[src/scr_pkg.sv]
package scr_pkg;
	// register offsets on the serial register port
	localparam logic [14:0] SCR_OFF_PRIMARY = 15'h0000;
	localparam logic [14:0] SCR_OFF_POWER = 15'h0002;
	localparam logic [14:0] SCR_OFF_CLASS = 15'h0003;
	localparam logic [14:0] SCR_OFF_HOLD = 15'h0010;
	// primary configuration fields
	localparam int SCR_BIT_SOFT_RESET = 7;
	localparam int SCR_BIT_ASCEND = 5;
	localparam int SCR_BIT_SEP_OUT = 4;
	localparam logic [7:0] SCR_PRIMARY_RESET = 8'h30;
	localparam logic [7:0] SCR_PRIMARY_WMASK = 8'h4f;
	// device power configuration fields
	localparam logic [7:0] SCR_POWER_RESET = 8'h00;
	localparam logic [1:0] SCR_MODE_NORMAL = 2'h0;
	localparam logic [1:0] SCR_MODE_POWER_DOWN = 2'h3;
	// converter class code: low nibble fixed, upper nibble read/write
	localparam logic [3:0] SCR_CLASS_CODE = 4'h6; // arbitrary value
	localparam logic [7:0] SCR_CLASS_RESET = 8'h06; // arbitrary low nibble
	localparam logic [7:0] SCR_HOLD_RESET = 8'h00;
	// soft reset recovery window
	localparam int SCR_CLK_MHZ = 250;
	localparam int SCR_SOFT_RESET_NS = 750;
	localparam int SCR_SOFT_RESET_CYC = (SCR_SOFT_RESET_NS * SCR_CLK_MHZ) / 1000;
	localparam logic [7:0] SCR_SOFT_RESET_LAST =
		8'(SCR_SOFT_RESET_CYC - 1);
	// serial frame: r/w bit plus 15 address bits, then data bytes
	localparam logic [3:0] SCR_HDR_LAST = 4'hf;
	localparam logic [2:0] SCR_BYTE_LAST = 3'h7;
	typedef enum logic [2:0]
	{
		SCR_ST_IDLE = 3'b001,
		SCR_ST_HDR = 3'b010,
		SCR_ST_DATA = 3'b100
	} scr_state_t;
endpackage

[src/scr_general_config.sv]
// Functional notes
// soft reset bit resets every register
// soft reset bit clears itself
// internal reset completes within 750ns
// host waits out reset before transacting
// streaming address steps per direction bit
// separate output flag reads one always
// no three-wire mode; reads on output
// power mode: 0 normal, 3 down
// device power register resets to zero
// primary register resets to 0x30
// read-only class code at offset three
// address hold overrides direction bit
// serial port works in power down
// reserved bits reset zero, read back
`timescale 1ns/1ns
module scr_general_config
(
	// clock and reset
	input wire logic i_mclk,
	input wire logic i_rst,
	// serial register port pins
	input wire logic i_sclk,
	input wire logic i_csb_n,
	input wire logic i_sdi,
	output logic o_sdo,
	// device state
	output logic [1:0] o_power_mode,
	output logic o_power_down,
	output logic o_reset_busy
);
	import scr_pkg::*;

	typedef struct packed
	{
		logic [2:0] sclk_s;
		logic [2:0] csb_s;
		logic [2:0] sdi_s;
		scr_state_t state;
		logic [3:0] hdr_cnt;
		logic [2:0] bit_cnt;
		logic rd;
		logic [14:0] addr;
		logic [7:0] shift;
		logic [7:0] sdo_sh;
		logic sdo;
		logic [7:0] primary;
		logic [7:0] power;
		logic [7:0] class_hi;
		logic [7:0] hold;
		logic [7:0] rst_cnt;
		logic busy;
		logic pd;
	} scr_regs_t;

	scr_regs_t r_reg;
	scr_regs_t r_next;

	logic sclk_rise;
	logic sclk_fall;
	logic cs_act;
	logic [7:0] rd_data;
	logic [7:0] wr_byte;

	// read mux for the current address
	function automatic logic [7:0] read_reg(input scr_regs_t r,
		input logic [14:0] a);
		logic [7:0] v;
		v = 8'h00;
		unique case (a)
			SCR_OFF_PRIMARY:
			begin
				v = r.primary;
				v[SCR_BIT_SEP_OUT] = 1'b1;
			end
			SCR_OFF_POWER: v = r.power;
			SCR_OFF_CLASS: v = {r.class_hi[7:4], SCR_CLASS_CODE};
			SCR_OFF_HOLD: v = r.hold;
			default: v = 8'h00;
		endcase
		return v;
	endfunction

	always_comb
	begin
		r_next = r_reg;
		r_next.sclk_s = {r_reg.sclk_s[1:0], i_sclk};
		r_next.csb_s = {r_reg.csb_s[1:0], i_csb_n};
		r_next.sdi_s = {r_reg.sdi_s[1:0], i_sdi};
		// edges are taken where stages two and three differ
		sclk_rise = r_reg.sclk_s[1] && !r_reg.sclk_s[2];
		sclk_fall = !r_reg.sclk_s[1] && r_reg.sclk_s[2];
		cs_act = !r_reg.csb_s[1] && !r_reg.csb_s[2];
		rd_data = read_reg(r_reg, r_reg.addr);
		wr_byte = {r_reg.shift[6:0], r_reg.sdi_s[1]};

		if (r_reg.busy)
		begin
			// recovery window: the port is held off, host waits
			if (r_reg.rst_cnt == SCR_SOFT_RESET_LAST)
				r_next.busy = 1'b0;
			else
				r_next.rst_cnt = r_reg.rst_cnt + 8'h01;
			r_next.state = SCR_ST_IDLE;
		end
		else if (!cs_act)
		begin
			r_next.state = SCR_ST_IDLE;
			r_next.sdo = 1'b0;
		end
		else
		begin
			// port stays alive in every power mode
			unique case (r_reg.state)
				SCR_ST_IDLE:
				begin
					r_next.state = SCR_ST_HDR;
					r_next.hdr_cnt = 4'h0;
				end
				SCR_ST_HDR:
				begin
					if (sclk_rise)
					begin
						if (r_reg.hdr_cnt == 4'h0)
							r_next.rd = r_reg.sdi_s[1];
						else
							r_next.addr = {r_reg.addr[13:0], r_reg.sdi_s[1]};
						r_next.hdr_cnt = r_reg.hdr_cnt + 4'h1;
						if (r_reg.hdr_cnt == SCR_HDR_LAST)
						begin
							r_next.state = SCR_ST_DATA;
							r_next.bit_cnt = 3'h0;
						end
					end
				end
				SCR_ST_DATA:
				begin
					// read data leaves only on the separate output
					if (sclk_fall && r_reg.rd)
					begin
						if (r_reg.bit_cnt == 3'h0)
						begin
							r_next.sdo = rd_data[7];
							r_next.sdo_sh = {rd_data[6:0], 1'b0};
						end
						else
						begin
							r_next.sdo = r_reg.sdo_sh[7];
							r_next.sdo_sh = {r_reg.sdo_sh[6:0], 1'b0};
						end
					end
					if (sclk_rise)
					begin
						r_next.shift = wr_byte;
						r_next.bit_cnt = r_reg.bit_cnt + 3'h1;
						if (r_reg.bit_cnt == SCR_BYTE_LAST)
						begin
							if (!r_reg.rd)
							begin
								unique case (r_reg.addr)
									SCR_OFF_PRIMARY:
									begin
										// flag bits are not storable
										r_next.primary = (wr_byte & SCR_PRIMARY_WMASK)
											| (r_reg.primary & ~SCR_PRIMARY_WMASK);
										r_next.primary[SCR_BIT_ASCEND] =
											wr_byte[SCR_BIT_ASCEND];
									end
									SCR_OFF_POWER: r_next.power = wr_byte;
									SCR_OFF_CLASS: r_next.class_hi = wr_byte;
									SCR_OFF_HOLD: r_next.hold = wr_byte;
									default: r_next.hold = r_reg.hold;
								endcase
							end

							if (r_reg.hold[0])
								r_next.addr = r_reg.addr;
							else if (r_reg.primary[SCR_BIT_ASCEND])
								r_next.addr = r_reg.addr + 15'h0001;
							else
								r_next.addr = r_reg.addr - 15'h0001;
						end
					end
				end
				default: r_next.state = SCR_ST_IDLE;
			endcase
			// soft reset: wipe everything, then recover
			if (!r_reg.rd && sclk_rise && r_reg.state == SCR_ST_DATA
				&& r_reg.bit_cnt == SCR_BYTE_LAST
				&& r_reg.addr == SCR_OFF_PRIMARY
				&& wr_byte[SCR_BIT_SOFT_RESET])
			begin
				r_next.primary = SCR_PRIMARY_RESET;
				r_next.power = SCR_POWER_RESET;
				r_next.class_hi = SCR_CLASS_RESET;
				r_next.hold = SCR_HOLD_RESET;
				r_next.busy = 1'b1;
				r_next.rst_cnt = 8'h00;
				r_next.state = SCR_ST_IDLE;
				r_next.sdo = 1'b0;
			end
		end
		// decoded ahead so the pin leaves a flop with the mode
		r_next.pd = (r_next.power[1:0] == SCR_MODE_POWER_DOWN);
	end

	always_ff @(posedge i_mclk)
	begin
		if (i_rst)
		begin
			r_reg <= '0;
			r_reg.sclk_s <= 3'h0;
			r_reg.csb_s <= 3'h7;
			r_reg.state <= SCR_ST_IDLE;
			r_reg.primary <= SCR_PRIMARY_RESET;
			r_reg.power <= SCR_POWER_RESET;
			r_reg.class_hi <= SCR_CLASS_RESET;
			r_reg.hold <= SCR_HOLD_RESET;
		end
		else
			r_reg <= r_next;
	end

	// outputs: each a struct field register
	assign o_sdo = r_reg.sdo;
	assign o_power_mode = r_reg.power[1:0];
	assign o_power_down = r_reg.pd;
	assign o_reset_busy = r_reg.busy;
endmodule

[config.mk]
export PLATFORM = sky130hd
export DESIGN_NAME = scr_general_config
export DESIGN_NICKNAME = d
export VERILOG_FILES = /design/src/scr_pkg.sv /design/src/scr_general_config.sv
export SDC_FILE = /design/constraint.sdc
export NUM_CORES = 1
export LEC_CHECK = 0
export ABC_AREA = 1
export BUFFER_PORTS_ARGS = -buffer_cell sky130_fd_sc_hd__buf_4
export CAP_MARGIN = 0
export CORE_MARGIN = 5
export CORE_UTILIZATION = 45
export CTS_CLUSTER_DIAMETER = 60
export DETAILED_ROUTE_END_ITERATION = 8
export PLACE_DENSITY_LB_ADDON = 0.3
export SLEW_MARGIN = 20
export SYNTH_ARGS = -nofsm -noshare
export SYNTH_HDL_FRONTEND = slang
export SYNTH_SLANG_ARGS = --single-unit
[constraint.sdc]
create_clock -name i_mclk -period 4.6 [get_ports i_mclk]
set_clock_uncertainty 0.1 [all_clocks]
set_input_delay 0.92 -clock i_mclk [delete_from_list [all_inputs] [get_ports i_mclk]]
set_output_delay 0.92 -clock i_mclk [all_outputs]
set_load 0.03 [all_outputs]
* Yosys cells after proc, flatten, opt, wreduce, memory -nomap -nowiden
Cells that the tools add are included.
Word-level totals: output and inout port bits 5, register bits 93, word-level logic and storage cells 126
Operators by class: muxes and demuxes 35, bitwise gates (word level) 4, add/subtract/negate cells 5, reduce and logical (&&, ||, !) cells 42, equality and inequality tests 21
Operator list (number):
- $mux W32 | 3
- $mux W23 | 4
- $mux W15 | 4
- $mux W49 | 1
- $mux W42 | 1
- $mux W8 | 5
- $pmux W8 S4 | 1
- $eq A15 B2 Y1 const B | 2
- $pmux W15 S2 | 1
- $reduce_and A7 Y1 | 4
- $mux W27 | 1
- $mux W9 | 3
- $mux W26 | 1
- $reduce_bool A2 Y1 | 11
- $mux W18 | 1
- $add A15 B1 Y15 const B | 1
- $eq A15 B5 Y1 const B | 1
- $logic_not A15 Y1 | 1
- $sub A15 B1 Y15 const B | 1
- $ne A4 B4 Y1 const B | 3
- $reduce_and A4 Y1 | 3
- $ne A2 B2 Y1 const B | 5
- $logic_and A1 B1 Y1 | 9
- $mux W3 | 3
- 25 further kinds | 37

* Logic depth before layout (Yosys ltp)
depth in word-level cells 13, mapped depth 12, gate-level depth less buffers 12

* Least setup slack after synthesis
Ideal clock, no wire load.
path kind register -> register, start point register r_reg[39] (netlist name), end point register r_reg[72] (netlist name), path slack 2.716 ns, setup time 0.117 ns, arrival time 1.667 ns, data required time 4.383 ns, path buffers 0, stages on the path, launching flop included 11, cells stage by stage dfxtp_1 -> inv_1 -> ha_1 -> inv_1 -> nor3_1 -> and2_1 -> nand2_1 -> nand2_1 -> nand2_1 -> nand3_1 -> a21oi_1
Between the ends: longest elaborated chain between the ends 8
RTL lines:
- start: declaration | line scr_general_config.sv:56 | scr_regs_t r_reg;
- start signal: assignment | line scr_general_config.sv:221 | r_reg <= r_next;
- $mux W15 | line scr_general_config.sv:178 | else if (r_reg.primary[SCR_BIT_ASCEND])
- $mux W15 | line scr_general_config.sv:176 | if (r_reg.hold[0])
- $mux W15 | line scr_general_config.sv:156 | if (r_reg.bit_cnt == SCR_BYTE_LAST)
- $mux W23 | line scr_general_config.sv:152 | if (sclk_rise)
- $mux W23 | line scr_general_config.sv:114 | unique case (r_reg.state)
- $mux W23 | line scr_general_config.sv:106 | else if (!cs_act)
- $mux W23 | line scr_general_config.sv:97 | if (r_reg.busy)
- $pmux W15 S2 | line scr_general_config.sv:114
No other way between the ends. The select of a mux whose other input is x is not followed. A chain may end at the register's enable or synchronous reset.

* Worst setup path after layout
start point register r_reg[93] (netlist name), end point register r_reg[37] (netlist name)
Between the ends: longest elaborated chain between the ends 9
RTL lines:
- $logic_not A1 Y1 (*) | line scr_general_config.sv:91 | sclk_rise = r_reg.sclk_s[1] && !r_reg.sclk_s[2];
- $logic_and A1 B1 Y1 (*) | line scr_general_config.sv:91
- $logic_and A1 B1 Y1 (2 in a row) | line scr_general_config.sv:188 | if (!r_reg.rd && sclk_rise && r_reg.state == SCR_ST_DATA
- $logic_and A1 B1 Y1 | line scr_general_config.sv:189 | && r_reg.bit_cnt == SCR_BYTE_LAST
- $logic_and A1 B1 Y1 | line scr_general_config.sv:190 | && r_reg.addr == SCR_OFF_PRIMARY
- $logic_and A1 B1 Y1 | line scr_general_config.sv:191 | && wr_byte[SCR_BIT_SOFT_RESET])
- $ne A2 B1 Y1 (no line) or $reduce_bool A2 Y1 (tied branches)
- $reduce_and A7 Y1 (no line)
Mark *: on every way between the ends. The rest lies on a longest branch, timed or not. The select of a mux whose other input is x is not followed.

==> results.ini <==
[cells_and_area]
largest_reg_flops=74
antenna_cells=0
regArea_um2=1702
nFillCells=1153
final_area_um2=5738
drive_gt1_frac=0.07439
fin_nets=842
multi_input_area_um2=3077
syn_to_final_growth_pct=8.109

[global_route]
overflow=0
grt_max_degree=32
antenna_found_initial=0
grt_first_pass_wirelength_mm=22.25
track_usage=0.1889
grt_pass1_vias=4624

[synth]
async_reset_ff_frac=0
ys.flop_type=dfxtp_1
synth_common_cells=191 x nand2_1, 118 x nor2_1, 97 x inv_1
syn-instance-count=821
ys_ff_latch=85
ys_types=39
synth_edf_count=0
syn_avg_cell_area_um2=6.465
synth_top_area_cell=dfxtp_1
synth_most_common_cell=nand2_1
yosysWarnings=0
synth.top_cell.area_share=0.3206
syn_nets=847
netlist_area_um2=5308
ys_seq_area_frac=0.3206
synthTopCellsByArea=dfxtp_1 32%, nand2_1 14%, nand3_1 8.7%

[setup_path]
critPathSlowestCell=inv_1
cp-start-kind=register
rrSetupSlack_ns=1.96
rr_worst_depth=9
critPathCaptureType=register
crit_arrival_ns=2.81
path_cells=inv_1 > nand2_1 > inv_1 > nand2_2 > inv_1 > nand4_1 > nand2_1 > nand2_1 > a21oi_1
worst-path-max-fanout=25
critPathKind=register to register
required_ns=4.78
reg2reg_from=r_reg[93]$_SDFF_PP0_
critPathMaxStageDelay_ns=0.60
reg2reg_to=r_reg[37]$_SDFFE_PP0P_

[clock_tree]
clk_latency_ns=0.34
clk_pin_slew_ns=0.06
cts_tree=built
cts_buffers=9
clockBufferDepth=2
htreeDepth=3
cts_resized=0
cts_sinks=85
hold_buffers=0
root_buffer=clkbuf_16
cts_setup_buffers=0

[drt]
post-route-drc-count=0
antenna_left=0
wirelength_mm=13.07
wl_per_cell_um=13.57
dr_total_vias=5007
viasPerCell=5.199
initialDrtViolationCount=474
first_pass_iters=5

[power_and_ir_drop]
p_sw_w=0.0003207
swShare=0.2064
power.density_nw_per_um2=270.7
pwr-share-clk=0.507
power_frac_seq=0.476
total_power_w=0.001553
peakVddDrop_uv=233.8
cell_internal_pwr_w=0.001233
comb_power_share=0.017
leakagePower_nw=2.771

[place]
dpl-instance-area_um2=5423
post-dp-hpwl_mm=9.562
place.gp.congestion=0.8744
io_buffers=9

[die]
design.core.area_um2=11470
rows=39
dieArea_um2=14070
io_pins=10
start_util=0.4628
dieHeight_um=118.6
die_w_um=118.6

[worst_hold_path]
hold_end=r_next[87]$_SDFF_PP0_
hold_start=r_next[86]$_SDFF_PP0_
hold_depth=2
hp-class=register to register

[sta]
slew_headroom=0.4622
post-route-min-period_ns=2.638
setup_violations=0
rsz0062_at_grt=false
finalHoldViolations=0
worst_slew_pin_slew_ns=0.8037
timing.hold.ws_ns=0.3052
max_freq_ghz=0.3791
slew_violations=0
setup-tns-final_ns=0
final_min_period_over_clock_period=0.5734

[run]
cap_violations=0

[status]
outcome=complete, no violations

==> through the flow <==
step | instances | utilization | setup slack (ns)
CTS | 963 | 0.5004 | 1.983
detailed placement | 948 | 0.4729 | 1.981
finish | 963 | 0.5004 | 1.962
floorplan | 821 | - | 2.716
global route | 963 | 0.5004 | 1.728
global placement | 948 | 0.4729 | 1.998
==> cell families after synthesis <==
family          Yosys count  synth area share
simple gates            471            0.4066
fa+ha+maj                21           0.05092
flops                    85            0.3206
compound gates          107            0.1106
xor+xnor                  7           0.01155
buf+inv                 130           0.09972
==> how the worst max path moves through the flow <==
stage,slack [ns],start,endpoint,cells past startpoint
after floorplan,2.72,r_reg[39]$_SDFFE_PP1P_,r_reg[72]$_SDFFE_PP0P_,10
after global placement,2.00,r_reg[93]$_SDFF_PP0_,r_reg[62]$_SDFFE_PP0P_,8
after detailed placement,1.98,r_reg[93]$_SDFF_PP0_,r_reg[39]$_SDFFE_PP1P_,8
after CTS,1.98,r_reg[93]$_SDFF_PP0_,r_reg[39]$_SDFFE_PP1P_,8
after global routing,1.73,r_reg[93]$_SDFF_PP0_,r_reg[37]$_SDFFE_PP0P_,9
final,1.96,r_reg[93]$_SDFF_PP0_,r_reg[37]$_SDFFE_PP0P_,9
==> power by group through the flow <==
stage	Sequential (W)	Combinational, W	Clock (W)
after detailed placement	0.000757	0.0000267	0
final	0.000740	0.0000263	0.000787
after global routing	0.000740	0.0000292	0.000831
after CTS	0.000740	0.0000265	0.000794
after floorplan	0.000756	0.0000183	0
after global placement	0.000757	0.0000261	0
==> cell type report <==
type	instances	area share
Tap cell	143	0.03118
Inverter	104	0.06803
Sequential cell	85	0.2966
Timing Repair Buffer	10	0.01308
Clock inverter	4	0.01265
Multi-Input combinational cell	606	0.5362
Clock buffer	11	0.04230
==> cells in the final DEF (no fill, tap or decap), types with 3 or more instances in the layout <==
cell type and n:
a21oi_1 65, clkbuf_16 9, inv_2 7, o31ai_1 3
nand2_4 6, nand3b_1 4, nand2_1 191, or2_2 6
nand2_2 4, inv_1 97, buf_4 10, nand4_1 18
dfxtp_1 85, xor2_1 7, a21oi_2 3, a211oi_1 3
nand3_1 92, o21ai_0 21, nor2_1 118, nor3_1 18
ha_1 20, nor2_4 4
==> metal layers <==
layer	global-route usage	share of wire	vias to the layer above
li1	-	-	2644
met1	0.2615	0.49	2229
met4	0.05811	0.019	0
met5	0	0	-
met3	0.03056	0.042	24
met2	0.3021	0.45	110
==> critical path: cells and delay by family, from the launching register on <==
family | cells | cell delay, ns
simple gates | 5 | 1.03
buf+inv | 3 | 1.00
flops | 1 | 0.32
compound gates | 1 | 0.13
Note: power is estimated with default switching activity, not from simulation.
